$ cat src/rtl/msi_ext_cfg_regs.vh
// Register offsets, field positions and reset values for the interrupt message and window block
`ifndef MSI_EXT_CFG_REGS_VH
`define MSI_EXT_CFG_REGS_VH
`define OFF_LOW_ADDR 12'h0d4
`define OFF_HIGH_ADDR 12'h0d8
`define OFF_MSG_VALUE 12'h0dc
`define OFF_PTR 12'h0f8
`define OFF_WINDOW 12'h0fc
`define OFF_CAP_CTRL 12'h0d0
`define CAP_EN_BIT 16
`define LOW_ADDR_MASK 32'hffff_fffc
`define MSG_VALUE_MASK 32'h0000_ffff
`define PTR_MASK 32'h0000_0ffc
`define PTR_REG_LSB 2
`define PTR_REG_MSB 7
`define PTR_EXT_LSB 8
`define PTR_EXT_MSB 11
`define RESET_ZERO 32'h0000_0000
`define ZERO_HI_32 32'h0000_0000
`define ZERO_DATA_HI 16'h0000
`endif

$ cat src/rtl/msi_and_ext_cfg_window_regs.v
// Interrupt message address/data registers and indirect configuration window
// Function
// - Low interrupt address holds a writable field in bits 31:2, resets to zero, bits 1:0 read zero.
// - High interrupt address is a full 32-bit writable register resetting to zero.
// - A nonzero high address makes the interrupt write use a 64-bit address.
// - A zero high address makes the interrupt write use the 32-bit low address only.
// - Message value is a writable 16-bit field in bits 15:0, upper bits read zero.
// - Pointer bits 7:2 select the configuration dword that the window reaches.
// - Pointer bits 11:8 extend that selection into extended space, other bits reserved.
// - A window read returns the current value of the register that the pointer selects.
// - A window write updates the register that the pointer selects.
// - Window accesses pass their byte enables unchanged to the selected register.
// - Window accesses from the SMBus path read zero and write nothing.
// - Interrupt writes are issued only while the enable bit of the capability register is set.
`include "msi_ext_cfg_regs.vh"

module msi_and_ext_cfg_window_regs (
	input wire clk,
	input wire sys_rst,
	// Configuration access port from the function's config decoder
	input wire cfg_req,
	input wire cfg_wr,
	input wire cfg_smbus,
	input wire [11:0] cfg_addr,
	input wire [3:0] cfg_be,
	input wire [31:0] cfg_wdata,
	output reg cfg_ack,
	output reg [31:0] cfg_rdata,
	// Redirected access to the rest of configuration space
	output reg fwd_req,
	output reg fwd_wr,
	output reg [11:0] fwd_addr,
	output reg [3:0] fwd_be,
	output reg [31:0] fwd_wdata,
	input wire fwd_ack,
	input wire [31:0] fwd_rdata,
	// Interrupt message generation
	input wire irq_capability_control_en,
	input wire irq_request,
	output reg irq_wr_valid,
	output reg irq_wr_is_64,
	output reg [63:0] irq_wr_addr,
	output reg [31:0] irq_wr_data,
	output wire irq_ignored
);

localparam st_idle = 3'b001;
localparam st_fwd = 3'b010;
localparam st_done = 3'b100;

reg [31:0] irq_msg_low_address_r;
reg [31:0] irq_msg_high_address_r;
reg [31:0] irq_msg_value_r;
reg [31:0] indirect_cfg_pointer_r;
reg [2:0] state_r;
reg [31:0] bemask;
reg [31:0] local_rd;
reg local_hit;
integer i;

////////////////////////////////////////////////////////////////////////////////
// Byte-enable expansion

always @* begin
	for (i = 0; i < 32; i = i + 1) begin
		bemask[i] = cfg_be[i / 8];
	end
end

////////////////////////////////////////////////////////////////////////////////
// Local register read decode

always @* begin
	local_hit = 1'b1;
	local_rd = `RESET_ZERO;
	if (cfg_addr == `OFF_LOW_ADDR) begin
		local_rd = irq_msg_low_address_r & `LOW_ADDR_MASK;
	end else if (cfg_addr == `OFF_HIGH_ADDR) begin
		local_rd = irq_msg_high_address_r;
	end else if (cfg_addr == `OFF_MSG_VALUE) begin
		local_rd = irq_msg_value_r & `MSG_VALUE_MASK;
	end else if (cfg_addr == `OFF_PTR) begin
		local_rd = indirect_cfg_pointer_r & `PTR_MASK;
	end else if (cfg_addr == `OFF_WINDOW) begin
		local_rd = `RESET_ZERO;
	end else begin
		local_hit = 1'b0;
	end
end

////////////////////////////////////////////////////////////////////////////////
// Access sequencing
// Window accesses not from SMBus take the forward path and wait for its ack; everything
// else answers one cycle after the request. Unmapped offsets read zero.

always @(posedge clk) begin
	if (sys_rst) begin
		irq_msg_low_address_r <= `RESET_ZERO;
		irq_msg_high_address_r <= `RESET_ZERO;
		irq_msg_value_r <= `RESET_ZERO;
		indirect_cfg_pointer_r <= `RESET_ZERO;
		state_r <= st_idle;
		cfg_ack <= 1'b0;
		cfg_rdata <= `RESET_ZERO;
		fwd_req <= 1'b0;
		fwd_wr <= 1'b0;
		fwd_addr <= 12'h000;
		fwd_be <= 4'h0;
		fwd_wdata <= `RESET_ZERO;
	end else begin
		cfg_ack <= 1'b0;
		case (state_r)
		st_idle: begin
			if (cfg_req) begin
				if (cfg_addr == `OFF_WINDOW && !cfg_smbus) begin
					// Pointer value selects the dword; be passed as-is
					fwd_req <= 1'b1;
					fwd_wr <= cfg_wr;
					fwd_addr <= {indirect_cfg_pointer_r[`PTR_EXT_MSB:`PTR_EXT_LSB],
						indirect_cfg_pointer_r[`PTR_REG_MSB:`PTR_REG_LSB], 2'b00};
					fwd_be <= cfg_be;
					fwd_wdata <= cfg_wdata;
					state_r <= st_fwd;
				end else begin
					// Local register access; SMBus window access reads zero, writes dropped
					cfg_ack <= 1'b1;
					cfg_rdata <= cfg_wr ? `RESET_ZERO : local_rd;
					state_r <= st_done;
					if (cfg_wr && local_hit) begin
						if (cfg_addr == `OFF_LOW_ADDR) begin
							irq_msg_low_address_r <= ((irq_msg_low_address_r & ~bemask) |
								(cfg_wdata & bemask)) & `LOW_ADDR_MASK;
						end else if (cfg_addr == `OFF_HIGH_ADDR) begin
							irq_msg_high_address_r <= (irq_msg_high_address_r & ~bemask) |
								(cfg_wdata & bemask);
						end else if (cfg_addr == `OFF_MSG_VALUE) begin
							irq_msg_value_r <= ((irq_msg_value_r & ~bemask) |
								(cfg_wdata & bemask)) & `MSG_VALUE_MASK;
						end else if (cfg_addr == `OFF_PTR) begin
							indirect_cfg_pointer_r <= ((indirect_cfg_pointer_r & ~bemask) |
								(cfg_wdata & bemask)) & `PTR_MASK;
						end
					end
				end
			end
		end
		st_fwd: begin
			if (fwd_ack) begin
				fwd_req <= 1'b0;
				cfg_ack <= 1'b1;
				cfg_rdata <= fwd_wr ? `RESET_ZERO : fwd_rdata;
				state_r <= st_done;
			end
		end
		st_done: begin
			// One idle cycle so a held request is not taken twice
			state_r <= st_idle;
		end
		default: begin
			state_r <= st_idle;
		end
		endcase
	end
end

////////////////////////////////////////////////////////////////////////////////
// Interrupt message write

assign irq_ignored = irq_request & ~irq_capability_control_en;

always @(posedge clk) begin
	if (sys_rst) begin
		irq_wr_valid <= 1'b0;
		irq_wr_is_64 <= 1'b0;
		irq_wr_addr <= {`ZERO_HI_32, `RESET_ZERO};
		irq_wr_data <= `RESET_ZERO;
	end else begin
		irq_wr_valid <= irq_request & irq_capability_control_en;
		if (irq_request && irq_capability_control_en) begin
			irq_wr_is_64 <= |irq_msg_high_address_r;
			if (|irq_msg_high_address_r) begin
				irq_wr_addr <= {irq_msg_high_address_r,
					irq_msg_low_address_r[31:2], 2'b00};
			end else begin
				irq_wr_addr <= {`ZERO_HI_32, irq_msg_low_address_r[31:2], 2'b00};
			end
			irq_wr_data <= {`ZERO_DATA_HI, irq_msg_value_r[15:0]};
		end
	end
end

endmodule

$ cat config.mk
export PLATFORM = sky130hd
export DESIGN_NAME = msi_and_ext_cfg_window_regs
export DESIGN_NICKNAME = d
export VERILOG_FILES = /design/src/rtl/msi_and_ext_cfg_window_regs.v
export VERILOG_INCLUDE_DIRS = /design/src /design/src/rtl
export SDC_FILE = /design/constraint.sdc
export NUM_CORES = 1
export LEC_CHECK = 0
export ABC_AREA = 1
export BUFFER_PORTS_ARGS = -buffer_cell sky130_fd_sc_hd__buf_2
export CORE_MARGIN = 5
export CORE_UTILIZATION = 55
export CTS_BUF_LIST = sky130_fd_sc_hd__clkbuf_4
export CTS_CLUSTER_SIZE = 16
export DETAILED_ROUTE_END_ITERATION = 8
export GPL_ROUTABILITY_DRIVEN = 0
export PLACE_DENSITY = 0.9
export SLEW_MARGIN = 20
export SYNTH_ARGS = -nofsm -noshare
export SYNTH_HDL_FRONTEND = slang
export SYNTH_SLANG_ARGS = --single-unit
$ cat constraint.sdc
create_clock -name clk -period 1.8 [get_ports clk]
set_input_delay 0.09 -clock clk [delete_from_list [all_inputs] [get_ports clk]]
set_output_delay 0.09 -clock clk [all_outputs]
set_load 0.02 [all_outputs]
Yosys cells after proc, flatten, opt, wreduce, memory -nomap -nowiden
Cells that the tools add are included.
{"block": "word_totals", "in_bits": 88, "reg_bits": 254, "wordCells": 86}
{"block": "op_classes", "n_bitwise": 17, "n_reduce_logical": 14, "muxes": 28, "n_eq_ne": 11}
{"op": "2-to-1 mux 32 bit", "count": 7}
{"op": "bitwise AND 32 bit", "count": 3}
{"op": "2-to-1 mux 64 bit", "count": 1}
{"op": "OR 32 bit", "count": 2}
{"op": "case mux 32 bit (2 select lines)", "count": 1}
{"op": "== test 12 x 8 -> 1 bit, second input constant", "count": 5}
{"op": "NOT 32 bit", "count": 1}
{"op": "OR reduction 32 bit", "count": 1}
{"op": "bitwise AND 16 bit", "count": 1}
{"op": "2-to-1 mux 16 bit", "count": 1}
{"op": "OR 16 bit", "count": 1}
{"op": "bitwise AND 12 bit", "count": 1}
{"op": "2-to-1 mux 12 bit", "count": 1}
{"op": "OR 12 bit", "count": 1}
{"op": "2-to-1 mux 1 bit", "count": 11}
{"op": "2-to-1 mux 3 bit", "count": 3}
{"op": "inequality test 2 bit, second input constant", "count": 4}
{"op": "AND reduction 4 bit", "count": 2}
{"op": "AND reduction 8 bit", "count": 1}
{"op": "AND reduction 7 bit", "count": 1}
{"op": "case mux 3 bit (2 select lines)", "count": 1}
{"op": "AND reduction 6 bit", "count": 1}
{"op": "NOT 1 bit", "count": 5}
{"op": "AND reduction 5 bit", "count": 1}
{"op": "other kinds (9)", "count": 13}

Longest topological paths before layout
{"block": "depth", "depth_word": 9, "mapped_depth": 12, "ltp_nobuf": 11}

Worst setup path after synthesis
Ideal clock, no wire load.
{"block": "synth_path", "path_type": "flip-flop to flip-flop", "startpoint": "reg state_r[1]", "endpoint": "reg with a tool-made name", "path_buffers": 1, "setup_time_ns": 0.113, "stages_incl_launch_ff": 8, "required_ns": 1.687, "arrival_time_ns": 1.377, "path_slack_ns": 0.310, "path_cell_list": "dfxtp_1 -> nor3_4 -> nand3_4 -> nor2_8 -> nand3_2 -> buf_4 -> nor2_1 -> nor2_1"}
{"element": "from (decl)", "line_no": "msi_and_ext_cfg_window_regs.v:55", "rtl": "reg [2:0] state_r;"}
{"element": "from (signal assigned)", "line_no": "msi_and_ext_cfg_window_regs.v:102", "rtl": "state_r <= st_idle;"}
{"element": "from (signal assigned)", "line_no": "msi_and_ext_cfg_window_regs.v:123", "rtl": "state_r <= st_fwd;"}
{"element": "from (signal assigned)", "line_no": "msi_and_ext_cfg_window_regs.v:128", "rtl": "state_r <= st_done;"}

==> metrics.yaml <==
finish:
  num-fill-cells: 1294
  fin_area_um2: 13700
  multi_input_area_um2: 4650
  fin_nets: 1921
  area_growth_syn_to_layout_pct: 30.1
  drive_gt1_share_pct: 23.5
  final-seq-area_um2: 5050
logic_synthesis:
  yosysWarnings: 0
  syn_area_um2: 10500
  yosysUniqueCellTypes: 33
  synth_cells: 1485
  ys_seq_elements: 252
  ys_seq_area_share_pct: 47.9
  synth_area_per_cell_um2: 7.09
clock_tree:
  cts_buffer_depth: 3
  root_buffer: "clkbuf_4"
  clk_pin_slew_worst_paths_ns: 0.07
  cts_tree: "done"
  clock_sinks: 252
  clk_latency_ns: 0.67
  cts_inserted_buffers: 66
  htreeDepth: 3
global_routing:
  antenna_found_initial: 0
  grt.overflow.total: 0
  track_usage_pct: 31.5
  grt_max_degree: 116
  grt_pass1_wl_um: 56100
  grt_pass1_vias: 11100
floorplanning:
  die_w_um: 148
  dieArea_um2: 22000
  start_util_pct: 56.1
  die_h_um: 148
  io_pins: 270
  rows: 50
  fp.coreArea_um2: 18800
routing:
  vias_per_cell: 5.55
  route.antenna.remaining_nets: 0
  drc: 0
  routed-via-count: 11700
  first_pass_iters: 7
  avgRoutedWirePerCell_um: 17.6
  drt_wl_total_um: 37200
  drt-initial-drc-count: 1109
critical_path:
  critPathMaxFanout: 8
  crit_path_end_kind: "register"
  crit_required_ns: 2.40
  crit_arrival_ns: 2.39
  worstSetupPathType: "reg2reg"
  crit_path_start_kind: "register"
sta:
  relSlewSlack_pct: 58.7
  rsz0062_at_grt: "yes"
  tightest_slew_ns: 0.616
  finalCritPeriodShare_pct: 99.5
  hold_violations: 0
  fmax_mhz: 558
  clock_skew_ns: 0.0436
  slew_viol_final: 0
  setup_viol: 0
  final.min_clock_period_ns: 1.79
pwr:
  p_leak_nw: 6.75
  p_total_w: 0.0117
  powerDensity_nw_per_um2: 856
  ir_drop_mv: 0.568
outcome:
  status: "complete, no violations"
place:
  placed_area_um2: 11900
  numPortBuffers: 249
  place.detailed.hpwl_um: 22900
min_path:
  hold_class: "in2reg"
job:
  drv_cap: 0
[per-layer routing]
metal / GRT usage [%] / part of all wire (%)
met3: 8.68 / 11
met2: 52.0 / 46
met4: 15.2 / 5.3
met5: 0 / 0
met1: 38.1 / 37
[cell type report]
type	instances	area share [%]
sequential	252	36.8
clock buffer	93	5.10
inverter	122	3.37
multi-input combinational	1026	33.9
clock inverter	17	0.484
timing repair buffer	365	18.1
tap	234	2.14
antenna	1	0.0183
[cells by family (layout without fill, tap and decap cells)]
| group | after synthesis | after routing | synth area share [%] |
|---|---|---|---|
| compound gates | 310 | 310 | 15.1 |
| buf+inv | 230 | 597 | 9.66 |
| flops | 252 | 252 | 47.9 |
| other cells | 1 | 21 | 0.0356 |
| simple gates | 692 | 696 | 27.3 |
[worst paths after layout]
path | startpoint | endpoint | slack (ns) | cells past startpoint
min | irq_request | irq_wr_data[2]$_SDFFE_PP0P_ | 0.09 | 5
max | state_r[0]$_SDFFE_PP1P_ | register | 0.009 | 9
min reg2reg | register | irq_wr_addr[6]$_SDFFE_PP0P_ | 0.45 | 2
max reg2reg | state_r[0]$_SDFFE_PP1P_ | register | 0.009 | 9
[Yosys cell counts, drive strengths merged]
library cell,instances,area share [%]
nor4,4,0.24
o211ai,4,0.29
a21oi,137,6.5
dfxtp,252,48
clkbuf,60,2.1
nand2,313,11
nor3,15,0.97
nor2,321,12
nand4,5,0.30
nand3,33,2.4
o21ai,151,7.2
inv,120,4.3
conb,1,0.036
clkinv,2,0.071
o22ai,16,0.95
or2,1,0.059
a21boi,2,0.14
buf,48,3.2
[stage by stage]
step / instances / utilization [%] / setup slack (ns) / TNS, ns / hold slack [ns]
CTS: 2090 / 71.5 / -0.00155 / -0.00155 / 0.0393
global placement: 1907 / 63.5 / 0.0409 / 0 / 0.348
detailed placement: 1907 / 63.5 / -0.0422 / -0.475 / 0.356
global route: 2109 / 73.0 / -0.0984 / -0.297 / 0.0778
floorplan: 1504 / - / 0.310 / 0 / 0.225
finish: 2110 / 73.0 / 0.00934 / 0 / 0.0904
[timing repair]
| action | 4_1_cts | 5_1_grt |
|---|---|---|
| resized for setup | 0 | 23 |
| gates cloned | 1 | 4 |
| setup endpoints to repair | 14 | 87 |
| hold buffers | 72 | 0 |
| pin swaps | 1 | 10 |
| hold endpoints to repair | 184 | 0 |
| buffers inserted | 0 | 15 |
[power by group]
part / switching (W) / internal (W)
Combinational: 0.000798 / 0.000446
Clock: 0.00234 / 0.00237
Sequential: 0.0000704 / 0.00570
[cells in the final DEF (no fill, tap or decap), drive strengths merged]
cell type    synthesis  final
a21boi               2      2
a21oi              137    137
buf                 48    292
clkbuf              60     94
clkinv               2     17
conb                 1     20
dfxtp              252    252
diode                0      1
dlygate4sd3          0     72
inv                120    122
nand2              313    313
nand3               33     36
nand4                5      5
nor2               321    322
nor3                15     15
nor4                 4      4
o211ai               4      4
o21ai              151    151
o22ai               16     16
or2                  1      1
[critical path, stage by stage, from the launching register on]
cell and delay, ns:
dfxtp_2 0.34, inv_2 0.06, nor3_4 0.25, nand3_4 0.18
nor2_8 0.25, buf_4 0.15, nand3_2 0.17, nand2_1 0.11
nand2_1 0.07, nor2_1 0.15
Note: power is estimated with default switching activity, not from simulation.
